`src/common/sac_pkg.sv`:
```
/*
  package for the converter control and serial readout block: timing constants,
  widths and state encodings.
  assumes a 20 MHz core clock.
*/
package sac_pkg;
  localparam int CLK_PERIOD_NS         = 50;
  localparam int RESULT_W              = 20;
  // conversion time, figures in ns
  localparam int CONV_TIME_MIN_NS      = 300;
  localparam int CONV_TIME_MAX_NS      = 350;
  localparam int CONV_TIME_NS          = 320;
  localparam int CONV_CYCLES           = (CONV_TIME_NS + CLK_PERIOD_NS - 1) / CLK_PERIOD_NS;
  // the pin synchroniser and edge detector use up this many cycles of the conversion time
  localparam int SYNC_CYCLES           = 3;
  localparam int CONV_RUN_CYCLES       = CONV_CYCLES - SYNC_CYCLES;
  // acquisition phase minimum per variant, ns
  localparam int ACQ_FAST_NS           = 325;
  localparam int ACQ_MID_NS            = 770;
  localparam int ACQ_SLOW_NS           = 1770;
  localparam int ACQ_FAST_CYCLES       = (ACQ_FAST_NS + CLK_PERIOD_NS - 1) / CLK_PERIOD_NS;
  localparam int ACQ_MID_CYCLES        = (ACQ_MID_NS + CLK_PERIOD_NS - 1) / CLK_PERIOD_NS;
  localparam int ACQ_SLOW_CYCLES       = (ACQ_SLOW_NS + CLK_PERIOD_NS - 1) / CLK_PERIOD_NS;
  // host side quiet windows, kept for reference by the bench
  localparam int QUIET_AFTER_CONVERT_NS  = 200;
  localparam int QUIET_BEFORE_CONVERT_NS = 60;
  localparam int CONVERT_PULSE_WIDTH_NS  = 10;
  localparam int CNT_W                 = 6;
  localparam logic [RESULT_W-1:0] RESULT_RST = 20'h0_0000;
  localparam int FIFO_DEPTH            = 8;

  typedef enum logic [1:0]
  {
    SAC_ACQ  = 2'b00,
    SAC_CONV = 2'b01,
    SAC_DONE = 2'b11
  } sac_state_e;
endpackage : sac_pkg

```
`src/design/sac_top.sv`:
```
/*
  conversion control and serial result readout for a 20-bit converter.
  assumes the host drives convert_start, serial_clk and serial_in as pins; they are
  sampled by core_clk. results come from a conversion core on result_valid/result_data.
*/
// Behaviour
// [RL1] result available 300 to 350 ns after convert_start rises, nominally 320 ns
// [RL2] acquisition phase of at least 325, 770 or 1770 ns per variant
// [RL3] host uses fastest rate only with fast readout and a fast serial clock
// [RL4] host waits 200 ns after convert_start before first serial clock rise
// [RL5] host leaves 60 ns from last serial clock fall to convert_start rise
// [RL6] chip-select mode: host holds convert_start high at least 10 ns
// [RL7] chip-select mode: drive result msb when convert_start or serial_in goes low
// [RL8] next bit presented after serial clock fall; previous bit held briefly; daisy-chain mode presents the next bit after the rise instead
// [RL9] chip-select mode: release output on convert_start/serial_in high or last fall
// [RL10] serial_in level sampled at the rising edge of convert_start
// [RL11] daisy-chain mode: serial_in captured on serial clock rising edges
// [RL12] 20-bit two's complement result, msb first, no pipeline latency
`timescale 1ns/1ps
module sac_top
  import sac_pkg::*;
#(
  parameter int VARIANT = 0  // 0 fast, 1 mid, 2 slow acquisition minimum
) (
  // clock and reset
  input  wire logic                         core_clk,
  input  wire logic                         rst_b,
  // host pins
  input  wire logic                         convert_start,
  input  wire logic                         serial_clk,
  input  wire logic                         serial_in,
  output logic                              serial_out,
  output logic                              serial_out_oe,
  // wiring mode: 0 chip-select, 1 daisy-chain
  input  wire logic                         daisy_mode,
  // conversion core result
  input  wire logic                         result_valid,
  output logic                              result_ready,
  input  wire logic [sac_pkg::RESULT_W-1:0] result_data,
  // status
  output logic                              converting,
  output logic                              acq_ready,
  output logic                              sampled_sel
);
  localparam int ACQ_CYCLES = (VARIANT == 0) ? ACQ_FAST_CYCLES :
                              (VARIANT == 1) ? ACQ_MID_CYCLES : ACQ_SLOW_CYCLES;

  sac_state_e            state;
  logic [CNT_W-1:0]      conv_cnt;
  logic [CNT_W-1:0]      acq_cnt;
  logic [2:0]            cnv_sync;
  logic [2:0]            sck_sync;
  logic [2:0]            sdi_sync;
  logic                  cnv_rise;
  logic                  cnv_fall;
  logic                  sck_rise;
  logic                  sck_fall;
  logic                  sdi_fall;
  logic                  sdi_rise;
  logic [RESULT_W-1:0]   shift;
  logic [4:0]            bits_left;
  logic                  f_valid;
  logic                  f_ready;
  logic [RESULT_W-1:0]   f_data;
  logic                  load;
  logic                  conv_end;
  logic [RESULT_W-1:0]   last_word;

  // two flip-flop synchronisers; stage 0 is read only by stage 1
  always_ff @(posedge core_clk)
  begin
    if (!rst_b)
    begin
      cnv_sync <= '0;
      sck_sync <= '0;
      sdi_sync <= '1;  // serial_in idles high, so no false edge after reset
    end
    else
    begin
      cnv_sync <= {cnv_sync[1:0], convert_start};
      sck_sync <= {sck_sync[1:0], serial_clk};
      sdi_sync <= {sdi_sync[1:0], serial_in};
    end
  end

  // edge detection on the synchronised levels
  assign cnv_rise = cnv_sync[1] & ~cnv_sync[2];
  assign cnv_fall = ~cnv_sync[1] & cnv_sync[2];
  assign sck_rise = sck_sync[1] & ~sck_sync[2];
  assign sck_fall = ~sck_sync[1] & sck_sync[2];
  assign sdi_fall = ~sdi_sync[1] & sdi_sync[2];
  assign sdi_rise = sdi_sync[1] & ~sdi_sync[2];

  // result buffer between conversion core and shifter
  sac_fifo #(
    .WIDTH (RESULT_W),
    .DEPTH (FIFO_DEPTH)
  ) u_fifo (
    .core_clk  (core_clk),
    .rst_b     (rst_b),
    .in_valid  (result_valid),
    .in_ready  (f_ready),
    .in_data   (result_data),
    .out_valid (f_valid),
    .out_ready (load),
    .out_data  (f_data)
  );

  // conversion sequencer: acquisition, conversion, result ready
  always_ff @(posedge core_clk)
  begin
    if (!rst_b)
    begin
      state    <= SAC_ACQ;
      conv_cnt <= '0;
    end
    else
    begin
      case (state)
        SAC_ACQ, SAC_DONE:
        begin
          if (cnv_rise)
          begin
            state    <= SAC_CONV;
            conv_cnt <= '0;
          end
        end
        SAC_CONV:
        begin
          conv_cnt <= conv_cnt + 1'b1;
          if (conv_end)  // see [RL1]
          begin
            state <= SAC_DONE;
          end
        end
        default:
        begin
          state <= SAC_ACQ;
        end
      endcase
    end
  end

  // acquisition timer, restarted at the end of each conversion
  always_ff @(posedge core_clk)
  begin
    if (!rst_b)
    begin
      acq_cnt   <= CNT_W'(ACQ_CYCLES);  // start saturated so acq_ready stays high
      acq_ready <= 1'b1;
    end
    else if (state == SAC_CONV)
    begin
      acq_cnt   <= '0;
      acq_ready <= 1'b0;
    end
    else if (acq_cnt != CNT_W'(ACQ_CYCLES))  // see [RL2]
    begin
      acq_cnt   <= acq_cnt + 1'b1;
      acq_ready <= (acq_cnt == CNT_W'(ACQ_CYCLES - 1));
    end
  end

  // status outputs
  always_ff @(posedge core_clk)
  begin
    if (!rst_b)
    begin
      converting   <= 1'b0;
      result_ready <= 1'b0;
    end
    else
    begin
      converting   <= (state == SAC_CONV);
      result_ready <= f_ready;
    end
  end

  // serial_in level caught at the convert_start rise, reported on sampled_sel only
  always_ff @(posedge core_clk)
  begin
    if (!rst_b)
    begin
      sampled_sel <= 1'b0;
    end
    else if (cnv_rise)
    begin
      sampled_sel <= sdi_sync[1];  // see [RL10]
    end
  end

  // conversion ends once the synchroniser delay is taken off the conversion time
  assign conv_end = (state == SAC_CONV) && (conv_cnt == CNT_W'(CONV_RUN_CYCLES - 1));  // see [RL1]
  // pop the oldest result from the fifo as conversion ends
  assign load     = conv_end && f_valid;  // see [RL12]

  // word last popped, replayed when a conversion finds the fifo empty
  always_ff @(posedge core_clk)
  begin
    if (!rst_b)
    begin
      last_word <= RESULT_RST;
    end
    else if (load)
    begin
      last_word <= f_data;
    end
  end

  // output shifter, msb first
  always_ff @(posedge core_clk)
  begin
    if (!rst_b)
    begin
      shift     <= RESULT_RST;
      bits_left <= '0;
    end
    else if (conv_end)
    begin
      shift     <= f_valid ? f_data : last_word;  // see [RL12]
      bits_left <= 5'(RESULT_W);
    end
    else if (daisy_mode && sck_rise)
    begin
      shift <= {shift[RESULT_W-2:0], sdi_sync[1]};  // see [RL11]
    end
    else if (!daisy_mode && sck_fall && bits_left != '0)
    begin
      shift     <= {shift[RESULT_W-2:0], 1'b0};  // see [RL8]
      bits_left <= bits_left - 1'b1;
    end
  end

  // serial output drive and release
  always_ff @(posedge core_clk)
  begin
    if (!rst_b)
    begin
      serial_out    <= 1'b0;
      serial_out_oe <= 1'b0;
    end
    else
    begin
      serial_out <= shift[RESULT_W-1];  // see [RL8]
      if (daisy_mode)
      begin
        serial_out_oe <= 1'b1;
      end
      else if (cnv_rise || sdi_rise || (sck_fall && bits_left == 5'd1))
      begin
        serial_out_oe <= 1'b0;  // see [RL9]
      end
      else if ((cnv_fall || sdi_fall) && state == SAC_DONE)
      begin
        serial_out_oe <= 1'b1;  // see [RL7]
      end
    end
  end
endmodule : sac_top

```
`src/design/sac_fifo.sv`:
```
/*
  small synchronous fifo with valid and ready on both sides.
  assumes one clock and a synchronous active low reset.
*/
`timescale 1ns/1ps
module sac_fifo #(
  parameter int WIDTH = 20,
  parameter int DEPTH = 8
) (
  // clock and reset
  input  wire logic             core_clk,
  input  wire logic             rst_b,
  // fill side
  input  wire logic             in_valid,
  output logic                  in_ready,
  input  wire logic [WIDTH-1:0] in_data,
  // drain side
  output logic                  out_valid,
  input  wire logic             out_ready,
  output logic [WIDTH-1:0]      out_data
);
  localparam int AW = $clog2(DEPTH);
  logic [WIDTH-1:0] mem [DEPTH];
  logic [AW-1:0]    wr_ptr;
  logic [AW-1:0]    rd_ptr;
  logic [AW:0]      count;
  logic             do_wr;
  logic             do_rd;

  // honest full and empty from the fill count
  assign in_ready  = (count != (AW+1)'(DEPTH));
  assign out_valid = (count != '0);
  assign out_data  = mem[rd_ptr];
  assign do_wr     = in_valid && in_ready;
  assign do_rd     = out_valid && out_ready;

  // storage write
  always_ff @(posedge core_clk)
  begin
    if (do_wr)
    begin
      mem[wr_ptr] <= in_data;
    end
  end

  // pointers and count
  always_ff @(posedge core_clk)
  begin
    if (!rst_b)
    begin
      wr_ptr <= '0;
      rd_ptr <= '0;
      count  <= '0;
    end
    else
    begin
      if (do_wr)
      begin
        wr_ptr <= (wr_ptr == AW'(DEPTH-1)) ? '0 : wr_ptr + 1'b1;
      end
      if (do_rd)
      begin
        rd_ptr <= (rd_ptr == AW'(DEPTH-1)) ? '0 : rd_ptr + 1'b1;
      end
      count <= count + (AW+1)'(do_wr) - (AW+1)'(do_rd);
    end
  end
endmodule : sac_fifo

```
`config.mk`:
```
export PLATFORM = sky130hd
export DESIGN_NAME = sac_top
export DESIGN_NICKNAME = d
export VERILOG_FILES = /design/src/common/sac_pkg.sv /design/src/design/sac_top.sv /design/src/design/sac_fifo.sv
export SDC_FILE = /design/constraint.sdc
export NUM_CORES = 1
export LEC_CHECK = 0
export ABC_AREA = 1
export BUFFER_PORTS_ARGS = -buffer_cell sky130_fd_sc_hd__buf_2
export CORE_MARGIN = 4
export CORE_UTILIZATION = 53
export DETAILED_ROUTE_END_ITERATION = 10
export GPL_TIMING_DRIVEN = 1
export PLACE_DENSITY = 0.7
export SYNTH_ARGS = -nofsm -noshare
export SYNTH_HDL_FRONTEND = slang
export SYNTH_SLANG_ARGS = --single-unit
```
`constraint.sdc`:
```
create_clock -name core_clk -period 5.8 [get_ports core_clk]
set_clock_uncertainty 0.1 [all_clocks]
set_input_delay 1.16 -clock core_clk [delete_from_list [all_inputs] [get_ports core_clk]]
set_output_delay 1.16 -clock core_clk [all_outputs]
set_load 0.005 [all_outputs]
```
After elaboration in Yosys (flattened, before gate mapping)
Memories as Yosys holds them, arrays and structs flattened. A register that Yosys moved wholly into a read port is not among the register bits. Cells that the tools add are included.

Register bits after elaboration: 84. Memory bits (writable): 160. Input bits: 27. Output and inout bits: 6. Logic and storage cells: 107. Memories kept: 1.

Add/subtract/negate cells: 7. Eq/ne operators: 12. Mux-type cells: 25. Bitwise gates (word level): 14. Reductions and logical operators: 28.

Memory list: u_fifo.mem (depth 8, width 20, read ports 1, clocked after Yosys merged registers in 1, wr ports 1, line sac_fifo.sv:23) `logic [WIDTH-1:0] mem [DEPTH];`.

Operator list (count): $mux 20 (4); $mux 3 (6); $mux 5 (3); $add 6x1->6 const B (2); $pmux 6 s2 (1); $logic_and 1x1->1 (9); $not 1->1 (8); $reduce_and 2->1 (4); $mux 1 (7); $add 3x1->3 const B (2); $and 1x1->1 (6); $eq 3x3->1 const B (2); $eq 6x2->1 const B (1); $eq 6x3->1 const B (1); $mux 6 (1); $ne 2x2->1 const B (3); $ne 6x3->1 const B (1); $reduce_bool 2->1 (3); $reduce_bool 3->1 (2); $reduce_or 2->1 (3); $eq 5x1->1 const B (1); $reduce_bool 5->1 (1); $sub 5x1->5 const B (1); $add 4x1->4 (1); other kinds (10) (13).

Logic depth before layout (Yosys ltp)
Depth after elaboration: 7. Gate-level depth with buffers: 13.

Cells and area by module
From an unflattened synthesis, not the netlist that was laid out.

Cells, all modules: 1304. Area, all modules: 11218.3 µm².

By module, submodules not included: sac_fifo (instances 1, cells an instance 792, area each 7692.4 µm², sequential area each 5064.9 µm²); sac_top (instances 1, cells an instance 512, area each 3525.9 µm², sequential area each 1481.4 µm²).

Worst setup path after synthesis
No wires, ideal clock.

Path type: in2reg. From: in result_valid. To: mem u_fifo.mem[0][0], enable pin. Setup time: 0.397 ns. Arrival time: 2.307 ns. Data required time: 5.303 ns. Path slack: 2.997 ns. Cell stages on the path: 4. Cells stage by stage: nand2_1 inv_1 nand2_1 nor2_1.

Cells in the longest elaborated chain, start to end: 3.

RTL lines: start, declared (line sac_top.sv:37) `input wire logic result_valid,`; $logic_and 1x1->1 (line sac_fifo.sv:34) `assign do_wr = in_valid && in_ready;`; net u_fifo.do_wr (line sac_fifo.sv:27) `logic do_wr;`; $mux 1 (line sac_fifo.sv:40) `if (do_wr)`; $mux 1 (implied by the code) (line sac_fifo.sv:42) `mem[wr_ptr] <= in_data;`; end, declared (line sac_fifo.sv:23).

The timed path passes the listed nets, and every way through them passes these cells.

Worst setup path in the final report
From: reg state[1]. To: reg u_fifo.count[2].

Cells in the longest elaborated chain, start to end: 5.

RTL lines: start, declared (line sac_top.sv:48) `sac_state_e state;`; start signal, assigned (line sac_top.sv:114) `state <= SAC_ACQ;`; start signal, assigned (line sac_top.sv:124) `state <= SAC_CONV;`; start signal, assigned (line sac_top.sv:133) `state <= SAC_DONE;`; $eq 2x1->1 (line sac_top.sv:193) `assign conv_end = (state == SAC_CONV) && (conv_cnt == CNT_W'(CONV_RUN_CYCLES - 1));`; $logic_and 1x1->1 (line sac_top.sv:193); $logic_and 1x1->1 (line sac_top.sv:195) `assign load = conv_end && f_valid;`; $logic_and 1x1->1 (line sac_fifo.sv:35) `assign do_rd = out_valid && out_ready;`; $sub 4x1->4 (line sac_fifo.sv:65) `count <= count + (AW+1)'(do_wr) - (AW+1)'(do_rd);`; end signal, assigned (line sac_fifo.sv:65); end, declared (line sac_fifo.sv:26) `logic [AW:0] count;`.

No other way between the ends. A chain may end at the register's enable or synchronous reset.

==> flow_summary.toml <==
[cells_and_area]
layout-drive-gt1-share_pct = 8.99
area_growth_pct = 10.7
antennaDiodeCount = 0
seq_area_um2 = 6550
nFillCells = 1604
final_cells = 1422
nets = 1182
multi_input_area_um2 = 3300

[synthesis]
synth_edf_count = 160
syn_area_um2 = 10500
syn_inst = 1118
synth_cell_types = 32
ys_seq_area_share_pct = 62.2
syn-mean-instance-area_um2 = 9.41
async_flop_share_pct = 0
ys_warn_count = 0
synthFlopType = "edfxtp_1"
synth_nets = 1163
ys_seq_elements = 247

[drt]
first_pass_iters = 5
wl_per_cell_um = 15.2
vias = 7357
drcViolationCount = 0
drtAntennaViolNets = 0
routed_wl_um = 21600
avgViaCountPerCell = 5.17
drtIter0Drc = 485

[power_and_ir_drop]
p_switching_uw = 976
power_density_nw_per_um2 = 338
clkPwrFrac_pct = 37.6
total_power_uw = 3940
p_leak_uw = 0.00467
vdd_drop_max_mv = 0.299
power_frac_seq_pct = 51.8
switching_share_pct = 24.8
p_int_uw = 2960
p_comb_share_pct = 10.6

[placed_design]
gp_congestion = 0.797
hpwl_um = 12600
dp.cells = 1374
portBuffers = 32

[worst_setup_path]
r2r-start = "state[1]$_SDFFE_PN0P_"
cp.required_ns = 6.07
critPathLaunchType = "flip-flop"
path_cells = "inv_1 -> ha_1 -> nand4_4 -> nor2_4 -> nand2_1 -> o21ai_0 -> ha_1 -> inv_1 -> fa_1 -> xor2_1 -> nor2_1"
crit_path_max_incr_delay_ns = 0.90
endpoint_kind = "flip-flop"
crit_buf_inv = 2
path_max_fanout = 27
rrSetupSlack_ns = 2.44
crit_type = "flip-flop to flip-flop"
critPathArrivalTime_ns = 3.63
worstReg2RegEnd = "u_fifo.count[2]$_SDFF_PN0_"
crit_slowest_cell = "ha_1"
crit_family = "adder cells"
reg2regPathDepth = 11

[timing]
holdWs_ns = 0.311
rsz0062_at_grt = "false"
fin_crit_sh_pct = 58.0
tns_ns = 0
finalHoldViolations = 0
layout_min_cycle_time_ns = 3.36
setup_viol = 0
fmaxAchievable_ghz = 0.297
worst_pin_slew_ns = 1.13
slew_viol_final = 0
max_slew_margin_pct = 24.7

[floorplanning]
die_area_um2 = 22200
start_util_pct = 54.0
die_y_um = 149
rows = 51
ios = 33
die_x_um = 149
coreArea_um2 = 19500

[clock_tree]
cts_max_level = 1
cts.reportedPaths.clkPinSlew_ns = 0.06
cts_tree = "built"
cts_buffers = 26
postCtsHoldBufs = 0
cts_setup_buffers = 0
clk_path_buf_depth = 3
cts_root_buffer = "clkbuf_16"
clk_latency_ns = 0.54
cts.sinks = 247
cts_resized = 0

[global_route]
grt_pass1_wl_um = 36000
grt_max_degree = 81
grt-ovfl-total = 0
antenna_found_initial = 0
grt_usage_pct = 20.1
grt_pass1_vias = 7130

[hold_path]
hold_class = "flip-flop to flip-flop"
hp-start = "cnv_sync[0]$_SDFF_PN0_"
hold_depth = 2
holdPathEnd = "cnv_sync[1]$_SDFF_PN0_"

[status]
status = "complete, no violations"

[job]
maxCapViolations = 0
==> worst reg2reg max path: stages (launching register included) <==
cell     delay, ns
dfxtp_1       0.34
inv_1         0.08
ha_1          0.90
nand4_4       0.56
nor2_4        0.23
nand2_1       0.11
o21ai_0       0.09
ha_1          0.20
inv_1         0.06
fa_1          0.37
xor2_1        0.14
nor2_1        0.05
==> metal layers <==
layer	vias to the layer above	track usage (%)	part of all wire [%]
met1	3451	27.7	46
met4	0	4.76	1.9
met5	-	0	0
li1	3719	-	-
met2	158	34.1	48
met3	29	2.77	4.3
==> Yosys cell counts (2+ instances only) <==
master,number,area [um^2]
a21oi_1,48,240
a31oi_1,3,18.8
buf_1,2,7.51
buf_2,18,90.1
buf_4,3,22.5
buf_6,2,22.5
clkbuf_1,30,113
dfxtp_1,87,1740
edfxtp_1,160,4800
ha_1,17,213
inv_1,113,424
inv_2,3,11.3
nand2_1,267,1000
nand3_1,110,551
nand3_2,10,100
nand4_1,10,62.6
nor2_1,139,522
nor3_1,2,10.0
o211ai_1,3,22.5
o21ai_0,75,375
or2_2,2,12.5
xor2_1,4,35.0
==> kinds of logic after synthesis <==
family / count (synthesis) / synth area share, %
AOI/OAI and AO/OA: 131 / 6.39
xor gates and xnor gates: 5 / 0.416
adders and majority gates: 18 / 2.21
buffers and inverters: 171 / 6.57
DFF: 247 / 62.2
and+or+nand+nor: 546 / 22.2
==> state kept, by name (all words and copies together) (netlist names), 2 cells and up, named ones only <==
name / count
acq_cnt: 6
bits_left: 5
cnv_sync: 3
conv_cnt: 6
last_word: 20
sck_sync: 3
sdi_sync: 3
shift: 20
state: 2
u_fifo.count: 4
u_fifo.mem: 160
u_fifo.rd_ptr: 3
u_fifo.wr_ptr: 3
==> metrics by stage <==
step / utilization, % / worst slack, ns / cell area [um^2]
2_1_floorplan: - / 3.00 / 10500
3_3_place_gp: 55.9 / 2.54 / 10900
3_5_place_dp: 55.9 / 2.45 / 10900
4_1_cts: 59.8 / 2.45 / 11600
5_1_grt: 59.8 / 2.13 / 11600
6_report: 59.8 / 2.44 / 11600
==> final cells by class <==
class	instances	share of cell area, %
sequential	247	56.2
timing repair buffer	46	2.28
tap	265	2.85
multi-input combinational	700	28.3
clock buffer	39	6.01
inverter	116	3.74
clock inverter	9	0.569
==> cells in the final DEF, fill, tap and decap left out, types with 4 or more instances in the layout <==
cell	n
clkinv_1	6
nand3_1	110
o21ai_0	75
clkbuf_16	26
nand3_2	10
inv_1	113
ha_1	17
nand4_1	10
nor2_1	131
buf_4	14
a21oi_1	48
nand2_1	267
buf_2	32
nor2_2	9
edfxtp_1	160
xor2_1	4
clkbuf_1	13
dfxtp_1	85
==> power by group through the flow <==
stage          combinational, uW  clock [uW]  sequential, uW
2_1_floorplan                289           0            2070
3_3_place_gp                 409           0            2070
3_5_place_dp                 420           0            2080
4_1_cts                      424        1510            2040
5_1_grt                      482        1590            2050
6_report                     418        1480            2040
==> worst max path at each step <==
stage,from,to,cells after the start
floorplan,result_valid,u_fifo.mem[0][0]$_DFFE_PP_,4
global route,state[1]$_SDFFE_PN0P_,u_fifo.count[2]$_SDFF_PN0_,11
detailed placement,state[1]$_SDFFE_PN0P_,u_fifo.count[2]$_SDFF_PN0_,11
finish,state[1]$_SDFFE_PN0P_,u_fifo.count[2]$_SDFF_PN0_,11
CTS,state[1]$_SDFFE_PN0P_,u_fifo.count[2]$_SDFF_PN0_,11
global placement,state[1]$_SDFFE_PN0P_,u_fifo.count[2]$_SDFF_PN0_,11
Note: power is estimated with default switching activity, not from simulation.
